### src/mpd_defines.svh
// offsets, field positions, reset values and timing counts of the port register bank
// assumes word-index addressing: byte address is four times the index
`ifndef MPD_DEFINES_SVH
`define MPD_DEFINES_SVH
`define MPD_OFS_SA_LOW   5'h00
`define MPD_OFS_SA_HIGH  5'h01
`define MPD_OFS_DUPLEX   5'h02
`define MPD_OFS_PTYPE    5'h03
`define MPD_OFS_STATUS   5'h1f
`define MPD_BASE_MAX     3'h5
`define MPD_RST_SA_LOW   32'h0000_0000
`define MPD_RST_SA_HIGH  16'h0000
`define MPD_RST_DUPLEX   1'h1
`define MPD_RST_PTYPE    16'h8808
`define MPD_SA_LOW_W     32
`define MPD_SA_HIGH_W    16
`define MPD_PTYPE_W      16
`define MPD_DUPLEX_BIT   0
`define MPD_ST_FDX_BIT   0
`define MPD_ST_TXBUSY_BIT 1
`define MPD_ST_RXHIT_BIT 2
`define MPD_BUS_WAIT     1
`endif

### src/mpd_pkg.sv
// types shared by the port register bank and its pause frame context
// assumes mpd_defines.svh is on the include path
package mpd_pkg;
  typedef enum logic [1:0] {mpd_media_rgmii, mpd_media_gmii, mpd_media_fiber} mpd_media_e;
  typedef enum logic [1:0] {mpd_spd_10, mpd_spd_100, mpd_spd_1000} mpd_speed_e;
  typedef enum logic {mpd_tx_idle, mpd_tx_frame} mpd_tx_e;

  typedef struct packed {
    mpd_media_e media;
    mpd_speed_e speed;
  } mpd_link_s;

  typedef struct packed {
    logic [47:0] station;
    logic        duplex;
    logic [15:0] ptype;
  } mpd_cfg_s;

  typedef struct packed {
    logic        valid;
    logic        unicast;
    logic [47:0] dst;
  } mpd_rx_req_s;

  typedef struct packed {
    logic [47:0] src;
    logic [15:0] ptype;
  } mpd_tx_hdr_s;

  typedef struct packed {
    logic        captured;
    logic        base_ok;
    logic [2:0]  base;
    mpd_cfg_s    cfg;
    logic        waitreq;
    logic [31:0] rdata;
    logic        fdx;
  } mpd_bank_s;

  typedef struct packed {
    mpd_tx_e     phase;
    logic        busy;
    mpd_tx_hdr_s hdr;
    logic        hit;
    logic        seen;
  } mpd_ctx_s;
endpackage : mpd_pkg

### src/mpd_pause_ctx.sv
// pause frame header snapshot for transmit and station match for receive
// assumes the pause datapath runs on mclk and frames start with a one-cycle pulse
`timescale 1ns/1ns
`include "mpd_defines.svh"
module mpd_pause_ctx
  import mpd_pkg::*;
(
  input  wire logic        mclk,
  input  wire logic        nrst,
  input  wire mpd_cfg_s    cfg,
  input  wire logic        tx_pause_start,
  input  wire logic        tx_pause_end,
  input  wire mpd_rx_req_s rx_req,
  output mpd_tx_hdr_s      tx_hdr,
  output logic             tx_busy,
  output logic             rx_pause_hit,
  output logic             rx_pause_seen
);
  mpd_ctx_s st;
  mpd_ctx_s next_st;
  logic     match;

  always_comb begin
    next_st = st;
    match = rx_req.valid && rx_req.unicast && (rx_req.dst == cfg.station);
    unique case (st.phase)
      mpd_tx_idle: begin
        if (tx_pause_start) begin
          next_st.phase = mpd_tx_frame;
        end
      end
      mpd_tx_frame: begin
        if (tx_pause_end && !tx_pause_start) begin
          next_st.phase = mpd_tx_idle;
        end
      end
    endcase
    if (tx_pause_start) begin
      next_st.hdr.src   = cfg.station;
      next_st.hdr.ptype = cfg.ptype;
    end
    next_st.busy = (next_st.phase == mpd_tx_frame);
    next_st.hit  = match;
    if (rx_req.valid) begin
      next_st.seen = match;
    end
  end

  always_ff @(posedge mclk or negedge nrst) begin
    if (!nrst) begin
      st.phase     <= mpd_tx_idle;
      st.busy      <= 1'b0;
      st.hdr.src   <= {`MPD_RST_SA_HIGH, `MPD_RST_SA_LOW};
      st.hdr.ptype <= `MPD_RST_PTYPE;
      st.hit       <= 1'b0;
      st.seen      <= 1'b0;
    end else begin
      st <= next_st;
    end
  end

  assign tx_hdr        = st.hdr;
  assign tx_busy       = st.busy;
  assign rx_pause_hit  = st.hit;
  assign rx_pause_seen = st.seen;

  property p_tx_load;
    @(posedge mclk) disable iff (!nrst)
    tx_pause_start |=> (tx_hdr.src == $past(cfg.station)) && tx_busy;
  endproperty
  a_tx_load: assert property (p_tx_load) else $error("tx header not loaded");

  property p_tx_hold;
    @(posedge mclk) disable iff (!nrst)
    (tx_busy && !tx_pause_start) |=> $stable(tx_hdr);
  endproperty
  a_tx_hold: assert property (p_tx_hold) else $error("tx header moved mid frame");

  property p_rx_match;
    @(posedge mclk) disable iff (!nrst)
    (rx_req.valid && rx_req.unicast && rx_req.dst == cfg.station) |=> rx_pause_hit;
  endproperty
  a_rx_match: assert property (p_rx_match) else $error("unicast pause not matched");

  property p_rx_quiet;
    @(posedge mclk) disable iff (!nrst)
    (!rx_req.valid || rx_req.dst != cfg.station) |=> !rx_pause_hit;
  endproperty
  a_rx_quiet: assert property (p_rx_quiet) else $error("false pause match");

  c_tx_frame: cover property (@(posedge mclk) disable iff (!nrst)
    tx_pause_start ##1 tx_busy [*3] ##1 !tx_busy);
endmodule : mpd_pause_ctx

### src/mpd_port_regs.sv
// per-port station address, duplex choice and pause type registers on avalon-mm
// assumes pause datapath and link mode signals run on mclk
//
// What this block does
// - registers sit at port base index plus offset; base 0x0 to 0x5 accepted
// - every register is 32 bits; unused bits read zero and ignore writes
// - station address low holds bits 31-0, high bits 15:0 hold 47:32
// - transmitted pause frames carry the station address as source address
// - received unicast pause frames are matched against the station address
// - duplex bit 0 picks half (0) or full (1) on rgmii 10/100 only
// - half duplex only on copper rgmii 10/100; gigabit always full duplex
// - pause type bits 15:0 fill the frame type field, reset 0x8808
//
// Our own choice: the Avalon-MM register port.
`timescale 1ns/1ns
`include "mpd_defines.svh"
module mpd_port_regs
  import mpd_pkg::*;
#(
  parameter int ADDR_W = 8
) (
  input  wire logic              mclk,
  input  wire logic              nrst,
  input  wire logic [2:0]        port_index,
  input  wire logic [ADDR_W-1:0] avs_address,
  input  wire logic              avs_read,
  input  wire logic              avs_write,
  input  wire logic [31:0]       avs_writedata,
  input  wire logic [3:0]        avs_byteenable,
  output logic [31:0]            avs_readdata,
  output logic                   avs_waitrequest,
  input  wire mpd_link_s         link,
  input  wire logic              tx_pause_start,
  input  wire logic              tx_pause_end,
  input  wire mpd_rx_req_s       rx_req,
  output mpd_tx_hdr_s            tx_hdr,
  output logic                   tx_busy,
  output logic                   rx_pause_hit,
  output logic                   full_duplex
);
  mpd_bank_s st;
  mpd_bank_s next_st;
  logic      req;
  logic      rx_seen;
  logic      wr_go;

  // address of a register at base plus offset
  function automatic logic mpd_sel(
    input logic [ADDR_W-1:0] addr,
    input logic              ok,
    input logic [2:0]        base,
    input logic [4:0]        ofs
  );
    mpd_sel = ok && (addr == (ADDR_W'(base) + ADDR_W'(ofs)));
  endfunction : mpd_sel

  // byte-lane merge of a write into an old word
  function automatic logic [31:0] mpd_merge(
    input logic [31:0] old,
    input logic [31:0] wd,
    input logic [3:0]  be
  );
    logic [31:0] w;
    w = old;
    for (int i = 0; i < 4; i++) begin
      if (be[i]) begin
        w[8*i +: 8] = wd[8*i +: 8];
      end
    end
    mpd_merge = w;
  endfunction : mpd_merge

  // duplex seen by the mac for the current link
  function automatic logic mpd_eff_fdx(
    input mpd_link_s l,
    input logic      dup
  );
    logic slow_copper;
    slow_copper = (l.media == mpd_media_rgmii) && (l.speed != mpd_spd_1000);
    mpd_eff_fdx = slow_copper ? dup : 1'h1;
  endfunction : mpd_eff_fdx

  // read mux, unused bits zero
  function automatic logic [31:0] mpd_read(
    input logic [ADDR_W-1:0] addr,
    input mpd_bank_s         b,
    input logic              busy,
    input logic              seen
  );
    logic [31:0] r;
    r = 32'h0000_0000;
    if (mpd_sel(addr, b.base_ok, b.base, `MPD_OFS_SA_LOW)) begin
      r = b.cfg.station[31:0];
    end
    if (mpd_sel(addr, b.base_ok, b.base, `MPD_OFS_SA_HIGH)) begin
      r[`MPD_SA_HIGH_W-1:0] = b.cfg.station[47:32];
    end
    if (mpd_sel(addr, b.base_ok, b.base, `MPD_OFS_DUPLEX)) begin
      r[`MPD_DUPLEX_BIT] = b.cfg.duplex;
    end
    if (mpd_sel(addr, b.base_ok, b.base, `MPD_OFS_PTYPE)) begin
      r[`MPD_PTYPE_W-1:0] = b.cfg.ptype;
    end
    if (mpd_sel(addr, b.base_ok, b.base, `MPD_OFS_STATUS)) begin
      r[`MPD_ST_FDX_BIT]    = b.fdx;
      r[`MPD_ST_TXBUSY_BIT] = busy;
      r[`MPD_ST_RXHIT_BIT]  = seen;
    end
    mpd_read = r;
  endfunction : mpd_read

  always_comb begin
    logic [31:0] m;
    m       = 32'h0000_0000;
    next_st = st;
    req     = avs_read || avs_write;
    wr_go   = avs_write && !st.waitreq;
    // base index caught once after reset release
    if (!st.captured) begin
      next_st.captured = 1'h1;
      next_st.base     = port_index;
      next_st.base_ok  = (port_index <= `MPD_BASE_MAX);
    end
    // one wait state, then the transfer completes
    if (st.captured && req && st.waitreq) begin
      next_st.waitreq = 1'h0;
      next_st.rdata   = avs_read ? mpd_read(avs_address, st, tx_busy, rx_seen)
                                 : 32'h0000_0000;
    end else if (!st.waitreq) begin
      next_st.waitreq = 1'h1;
    end
    if (wr_go) begin
      if (mpd_sel(avs_address, st.base_ok, st.base, `MPD_OFS_SA_LOW)) begin
        next_st.cfg.station[31:0] =
          mpd_merge(st.cfg.station[31:0], avs_writedata, avs_byteenable);
      end
      if (mpd_sel(avs_address, st.base_ok, st.base, `MPD_OFS_SA_HIGH)) begin
        m = mpd_merge({16'h0000, st.cfg.station[47:32]}, avs_writedata, avs_byteenable);
        next_st.cfg.station[47:32] = m[`MPD_SA_HIGH_W-1:0];
      end
      if (mpd_sel(avs_address, st.base_ok, st.base, `MPD_OFS_DUPLEX)) begin
        if (avs_byteenable[0]) begin
          next_st.cfg.duplex = avs_writedata[`MPD_DUPLEX_BIT];
        end
      end
      if (mpd_sel(avs_address, st.base_ok, st.base, `MPD_OFS_PTYPE)) begin
        m = mpd_merge({16'h0000, st.cfg.ptype}, avs_writedata, avs_byteenable);
        next_st.cfg.ptype = m[`MPD_PTYPE_W-1:0];
      end
    end
    next_st.fdx = mpd_eff_fdx(link, st.cfg.duplex);
  end

  always_ff @(posedge mclk or negedge nrst) begin
    if (!nrst) begin
      st.captured    <= 1'h0;
      st.base_ok     <= 1'h0;
      st.base        <= 3'h0;
      st.cfg.station <= {`MPD_RST_SA_HIGH, `MPD_RST_SA_LOW};
      st.cfg.duplex  <= `MPD_RST_DUPLEX;
      st.cfg.ptype   <= `MPD_RST_PTYPE;
      st.waitreq     <= 1'h1;
      st.rdata       <= 32'h0000_0000;
      st.fdx         <= 1'h1;
    end else begin
      st <= next_st;
    end
  end

  assign avs_readdata    = st.rdata;
  assign avs_waitrequest = st.waitreq;
  assign full_duplex     = st.fdx;

  mpd_pause_ctx u_ctx (
    .mclk           (mclk),
    .nrst           (nrst),
    .cfg            (st.cfg),
    .tx_pause_start (tx_pause_start),
    .tx_pause_end   (tx_pause_end),
    .rx_req         (rx_req),
    .tx_hdr         (tx_hdr),
    .tx_busy        (tx_busy),
    .rx_pause_hit   (rx_pause_hit),
    .rx_pause_seen  (rx_seen)
  );

  // helper flags for the checks below
  logic last_rd_dup;
  logic last_rd_high;
  logic last_rd_any;
  always_ff @(posedge mclk or negedge nrst) begin
    if (!nrst) begin
      last_rd_dup  <= 1'h0;
      last_rd_high <= 1'h0;
      last_rd_any  <= 1'h0;
    end else begin
      last_rd_any  <= st.captured && avs_read && st.waitreq;
      last_rd_dup  <= st.captured && avs_read && st.waitreq &&
                      mpd_sel(avs_address, st.base_ok, st.base, `MPD_OFS_DUPLEX);
      last_rd_high <= st.captured && avs_read && st.waitreq &&
                      mpd_sel(avs_address, st.base_ok, st.base, `MPD_OFS_SA_HIGH);
    end
  end

  property p_bus_wait;
    @(posedge mclk) disable iff (!nrst)
    (st.captured && req && avs_waitrequest) |=> !avs_waitrequest ##1 avs_waitrequest;
  endproperty
  a_bus_wait: assert property (p_bus_wait) else $error("waitrequest timing wrong");

  property p_base_bad;
    @(posedge mclk) disable iff (!nrst)
    (last_rd_any && !st.base_ok) |-> (avs_readdata == 32'h0000_0000);
  endproperty
  a_base_bad: assert property (p_base_bad) else $error("bad base decoded");

  property p_dup_zero;
    @(posedge mclk) disable iff (!nrst)
    last_rd_dup |-> (avs_readdata[31:1] == 31'h0000_0000) &&
                    (avs_readdata[0] == st.cfg.duplex);
  endproperty
  a_dup_zero: assert property (p_dup_zero) else $error("duplex readback wrong");

  property p_high_zero;
    @(posedge mclk) disable iff (!nrst)
    last_rd_high |-> (avs_readdata[31:16] == 16'h0000) &&
                     (avs_readdata[15:0] == st.cfg.station[47:32]);
  endproperty
  a_high_zero: assert property (p_high_zero) else $error("high address readback wrong");

  property p_low_write;
    @(posedge mclk) disable iff (!nrst)
    (wr_go && avs_byteenable == 4'hf &&
     mpd_sel(avs_address, st.base_ok, st.base, `MPD_OFS_SA_LOW))
    |=> (st.cfg.station[31:0] == $past(avs_writedata));
  endproperty
  a_low_write: assert property (p_low_write) else $error("low address not written");

  property p_ptype_write;
    @(posedge mclk) disable iff (!nrst)
    (wr_go && avs_byteenable == 4'hf &&
     mpd_sel(avs_address, st.base_ok, st.base, `MPD_OFS_PTYPE))
    |=> (st.cfg.ptype == $past(avs_writedata[15:0]));
  endproperty
  a_ptype_write: assert property (p_ptype_write) else $error("pause type not written");

  property p_gig_full;
    @(posedge mclk) disable iff (!nrst)
    (link.media != mpd_media_rgmii || link.speed == mpd_spd_1000) |=> full_duplex;
  endproperty
  a_gig_full: assert property (p_gig_full) else $error("half duplex on gigabit");

  property p_dup_sel;
    @(posedge mclk) disable iff (!nrst)
    (link.media == mpd_media_rgmii && link.speed != mpd_spd_1000)
    |=> (full_duplex == $past(st.cfg.duplex));
  endproperty
  a_dup_sel: assert property (p_dup_sel) else $error("duplex select ignored");

  property p_tx_type;
    @(posedge mclk) disable iff (!nrst)
    tx_pause_start |=> (tx_hdr.ptype == $past(st.cfg.ptype));
  endproperty
  a_tx_type: assert property (p_tx_type) else $error("frame type not from register");

  c_write_low: cover property (@(posedge mclk) disable iff (!nrst)
    wr_go && mpd_sel(avs_address, st.base_ok, st.base, `MPD_OFS_SA_LOW));
  c_half_duplex: cover property (@(posedge mclk) disable iff (!nrst) !full_duplex);
  c_rx_hit: cover property (@(posedge mclk) disable iff (!nrst) rx_pause_hit);
  c_read_status: cover property (@(posedge mclk) disable iff (!nrst)
    last_rd_any && mpd_sel(avs_address, st.base_ok, st.base, `MPD_OFS_STATUS));
endmodule : mpd_port_regs

### config.mk
export PLATFORM = sky130hd
export DESIGN_NAME = mpd_port_regs
export DESIGN_NICKNAME = d
export VERILOG_FILES = /design/src/mpd_pkg.sv /design/src/mpd_pause_ctx.sv /design/src/mpd_port_regs.sv
export VERILOG_INCLUDE_DIRS = /design/src /design/src/src
export SDC_FILE = /design/constraint.sdc
export NUM_CORES = 1
export LEC_CHECK = 0
export BUFFER_PORTS_ARGS = -buffer_cell sky130_fd_sc_hd__clkbuf_2
export CAP_MARGIN = 20
export CORE_MARGIN = 2
export CORE_UTILIZATION = 48
export DETAILED_ROUTE_END_ITERATION = 10
export GPL_TIMING_DRIVEN = 0
export PLACE_DENSITY = 0.77
export REMOVE_ABC_BUFFERS = 1
export SLEW_MARGIN = 10
export SYNTH_ARGS = -nofsm -noshare
export SYNTH_HDL_FRONTEND = slang
export SYNTH_SLANG_ARGS = --single-unit
### constraint.sdc
create_clock -name mclk -period 2.3 [get_ports mclk]
set_input_delay 0.46 -clock mclk [delete_from_list [all_inputs] [get_ports mclk]]
set_output_delay 0.46 -clock mclk [all_outputs]
set_load 0.1 [all_outputs]
---- Yosys cells after proc, flatten, opt, wreduce, memory -nomap -nowiden ----
Index checks and enable logic that the tools add are counted.
word-level totals
  logic and storage cells ................. 69
  bits in registers ....................... 171
  output and inout bits ................... 100
cells by class
  reduce and logical (&&, ||, !) cells .... 25
  add/sub/neg operators ................... 4
  magnitude comparators ................... 1
  muxes and demuxes ....................... 11
  bitwise logic cells ..................... 1
  equality and inequality tests ........... 7
operators with widths
  kind                                                            number
  32-bit two-way mux                                              2
  48-bit equality test                                            1
  16-bit two-way mux                                              2
  3-bit AND reduction                                             9
  8-bit by 4-bit equality test with 1-bit output                  3
  1-bit logical AND                                               12
  3-bit by 2-bit adder with 4-bit output (second input constant)  2
  8-bit by 3-bit equality test with 1-bit output                  1
  8-bit by 6-bit equality test with 1-bit output                  1
  3-bit by 5-bit adder with 6-bit output (second input constant)  1
  1-bit two-way mux                                               5
  3-bit by 1-bit adder with 4-bit output (second input constant)  1
  3-bit less-or-equal comparator (second input constant)          1
  3-bit two-way mux                                               1
  1-bit zero test                                                 2
  2-bit zero test                                                 1
  2-bit inequality test (second input constant)                   1
  1-bit one-hot mux with 2 select lines                           1
  1-bit logical OR                                                1
  1-bit inverter                                                  1

---- Depth between registers and ports, before layout ----
  depth after elaboration ................. 8
  gate-level depth with buffers ........... 10
  mapped depth without buffers ............ 9

---- Hierarchy ----
Synthesis repeated with hierarchy kept, for this count alone.
unflattened totals
  cell total of the unflattened synthesis .. 579
  area, all modules ....................... 7776.2 um2
modules (own cells, without submodules)
  module         area each (um2)  instances  cells an instance  sequential area each (um2)
  mpd_port_regs  4774.6           1          371                2610.0
  mpd_pause_ctx  3001.6           1          208                1680.4

---- Least setup slack after synthesis ----
OpenSTA, ideal clock, no wires.
  kind .................................... input -> register
  from .................................... input port avs_address[7]
  to ...................................... register st[42] (netlist name)
  data arrival time ....................... 2390 ps
  library setup time ...................... 125 ps
  buffers on the path ..................... 1
  path slack .............................. -215 ps
  required time ........................... 2175 ps
  stages .................................. 6
  path through ............................ or3b_4 -> or3_4 -> or4_1 -> buf_6 -> nor2_8 -> mux2_4
between the ends
  word-level cells in the longest chain between the ends .. 3
RTL lines
  what                                            line                 source
  start: declaration                              mpd_port_regs.sv:25  input wire logic [ADDR_W-1:0] avs_address,
  8-bit by 4-bit equality test with 1-bit output  mpd_port_regs.sv:54  mpd_sel = ok && (addr == (ADDR_W'(base) + ADDR_W'(ofs)));
  1-bit logical AND                               mpd_port_regs.sv:54
  3-bit AND reduction (no line)                   n/a
No other way between the ends.
A chain may end at the register's enable or synchronous reset.

---- Final worst setup path ----
  from .................................... register st[100] (netlist name)
  to ...................................... register st[41] (netlist name)
between the ends
  word-level cells in the longest chain between the ends .. 4
RTL lines
  what                                            line                  source
  start: declaration                              mpd_port_regs.sv:41   mpd_bank_s st;
  start signal: assignment                        mpd_port_regs.sv:166  st <= next_st;
  3-bit by 2-bit adder with 4-bit output          mpd_port_regs.sv:54
  8-bit by 4-bit equality test with 1-bit output  mpd_port_regs.sv:54
  1-bit logical AND                               mpd_port_regs.sv:54
  3-bit AND reduction (no line)                   n/a
No other way between the ends.

==> flow_summary_export.csv <==
group,metric,value,unit
clocking,cts_buffer_depth,2,
sta,post-route-min-period,2460,ps
sta,setup_viol,57,
synthesis,synth_top_family_by_area,"multiplexers",
finish,layout-drive-gt1-share,0.5621,
setup_path,crit_required,2610,ps
setup_path,crit_buf_inv,2,
place,gp_congestion,0.8282,
finish,antenna_cells,0,
place,dpl_cell_area,0.008865,mm^2
sta,worst_pin_slew,1138,ps
synthesis,netlist_area,0.007789,mm^2
pwr,power,0.006617,W
floorplanning,dieArea,0.01726,mm^2
synthesis,yosysMostFrequentCell,"dfrtp_1",
setup_path,cp_slowest_stage_delay,660,ps
setup_path,cp_max_fo,6,
sta,period_share,1.070,
routing,drt_iter0_markers,353,
place,io_buffer_count,206,
pwr,vdd_drop_max,461.9,uV
floorplanning,ios,207,
sta,rsz0062_at_grt,"yes",
sta,final_hold_viol_count,0,
setup_path,start_kind,"register",
routing,wl_met2,10560,um
setup_path,criticalPathCategory,"reg -> reg",
flow_run,maxCapViolations,0,
synthesis,synth.area.mux_share,0.1945,
finish,multi_input_area,0.003385,mm^2
finish,areaGrowthSynthToFinish,28.14,%
routing,drt_pass1_iterations,5,
global_route,grt_pass1_vias,5684,
place,dpl_worst_slack,-1389,ps
synthesis,ys_warn_count,0,
status,violations,"negative setup slack",
synthesis,synthCells,592,
synthesis,yosys.area_share.simple,0.05317,
floorplanning,num_rows,46,
status,status,"finished, violations left",
routing,dr_wl_met3,1364,um
synthesis,synth_edf_count,0,
sta,drv_slew,0,
floorplanning,start_util,0.4903,
routing,route.detailed.drc,0,
pwr,p_leak,5.193,nW
floorplanning,die_h,131.4,um
setup_path,arrival,2770,ps
synthesis,async_reset_ff_frac,1.000,
synthesis,synthXorXnorAreaFrac,0.05622,
routing,vias,5624,
synthesis,yosys.cell_types.count,54,
global_route,grt_util_all_layers,0.2469,
synthesis,ys_seq_elements,171,
routing,routed_wl,21390,um
setup_path,cp_cell_sequence,"inv_2 > ha_2 > ha_4 > xor2_2 > or4_4 > buf_4 > nor2_4 > mux2_4",
clocking,insertion_delay,420,ps
global_route,grt_pass1_wl,32430,um
sta,fmax,406.4,MHz
clocking,clk_pin_slew,70,ps
sta,fin_ws,-160.4,ps
routing,m1WireLength,9168,um
hold_path,hp-class,"in -> async",
finish,final_core_util,0.6283,
floorplanning,coreArea,0.01589,mm^2
synthesis,synth_adder_area_share,0.01124,
routing,maxUsedRoutingLayer,"met4",
global_route,overflow,0,
clocking,cts-root-buf,"clkbuf_16",
synthesis,synthFlopType,"dfrtp_1",
finish,n_fill_cell,1245,
synthesis,synth_area_leader_cell,"dfrtp_1",
sta,skew,7.449,ps
clocking,cts.sinks,171,
synthesis,yosysTopAreaCellShare,0.5205,
synthesis,netlist_top_cells_count,"dfrtp_1 (162), mux2_2 (120), xor2_1 (37)",
floorplanning,die_w,131.4,um
synthesis,ys_seq_area_frac,0.5508,
clocking,ctsHtreeMaxLevel,4,
routing,route.antenna.remaining_nets,0,
setup_path,critical_path.endpoint_type,"register",
setup_path,crit_family,"simple AND/OR/NAND/NOR gates",
finish,stdcell_area,0.009981,mm^2
setup_path,cp_slowest_cell,"or4_4",
synthesis,syn_area_per_cell,13.16,um^2
synthesis,synth_area_leaders,"dfrtp_1 (52%), mux2_2 (17%), xor2_1 (4.2%)",
pwr,powerDensity,662.9,mW/mm^2
sta,slew_headroom,0.2414,
routing,wire_per_inst,20.79,um
global_route,antenna_found_initial,0,
place,hpwl,14510,um
finish,regArea,0.004293,mm^2
setup_path,r2r-start,"st[100]",
clocking,numCtsBuffers,17,
clocking,cts_tree,"yes",
finish,nNetsFinal,914,
global_route,grt_max_degree,99,
setup_path,critPathLaunch,"st[100]",
synthesis,synth_compound_gate_area_share,0.08000,
routing,via_per_inst,5.466,
repair_timing:
item / in CTS / in global routing
hold buffers: 0 / 0
setup buffers: 19 / 7
cloned: 2 / 2
setup endpoints to repair: 96 / 94
pin swaps: 6 / 6
endpoints found under the hold margin: 0 / 0
gates resized for setup: 35 / 45
metal layers:
metal	track usage	vias up
li1	-	2511
met1	0.3387	2861
met2	0.4032	226
met3	0.04977	26
met4	0.06643	0
met5	0	-
cell usage in the layout (no fill, tap or decap), types with 12 or more instances in the layout:
master / instances
mux2_2: 100
buf_4: 26
a22o_1: 16
dfrtp_1: 160
nand2_1: 26
inv_1: 16
o21ai_1: 15
clkbuf_16: 17
o21ai_0: 12
clkbuf_2: 204
mux2_4: 30
xor2_1: 34
state kept, by name, indices dropped and copies added, names as in the netlist:
signal,cells
avs_waitrequest,1
st,70
u_ctx.st,1
u_ctx.rx_pause_seen,1
full_duplex,1
u_ctx.tx_hdr,64
avs_readdata,32
u_ctx.rx_pause_hit,1
final timing paths:
| kind | depth (start not counted) | end | slack, ps |
|---|---|---|---|
| setup / recovery | 8 | st[41] | -160 |
| hold / removal | 1 | avs_readdata[16] | 40 |
| setup reg to reg | 8 | st[41] | -160 |
| hold reg to reg | 1 | avs_readdata[8] | 480 |
| max in group asynchronous | 2 | st[37] | 1340 |
| min in group mclk | 2 | full_duplex | 170 |
area by class of cell:
| cell class | count | share of cell area |
|---|---|---|
| Timing Repair Buffer | 241 | 0.1390 |
| Multi-Input combinational cell | 352 | 0.3391 |
| Tap cell | 216 | 0.02708 |
| Clock buffer | 21 | 0.04714 |
| Clock inverter | 11 | 0.01116 |
| Sequential cell | 171 | 0.4301 |
| Inverter | 17 | 0.006393 |
through the flow:
stage / instances / hold slack, ps / TNS (ps)
final: 1029 / 44.49 / -3553
after global routing: 1029 / 86.73 / -8650
after CTS: 1020 / 57.54 / -4646
after detailed placement: 967 / 467.1 / -101020
after global placement: 959 / 462.1 / -513700
after floorplan: 537 / 164.4 / -24850
power by group:
part           total (W)  internal [W]  switching, W
clock            0.00279       0.00159       0.00120
sequential       0.00309       0.00305     0.0000360
combinational   0.000737      0.000262      0.000475
total            0.00662       0.00490       0.00171
cell families after synthesis:
kind of cell,after synthesis
DFF,171
adders and majority gates,7
xor gates and xnor gates,50
muxes,132
and+or+nand+nor,68
buffers and inverters,72
other,1
AOI/OAI and AO/OA,91
Note: power is estimated with default switching activity, not from simulation.
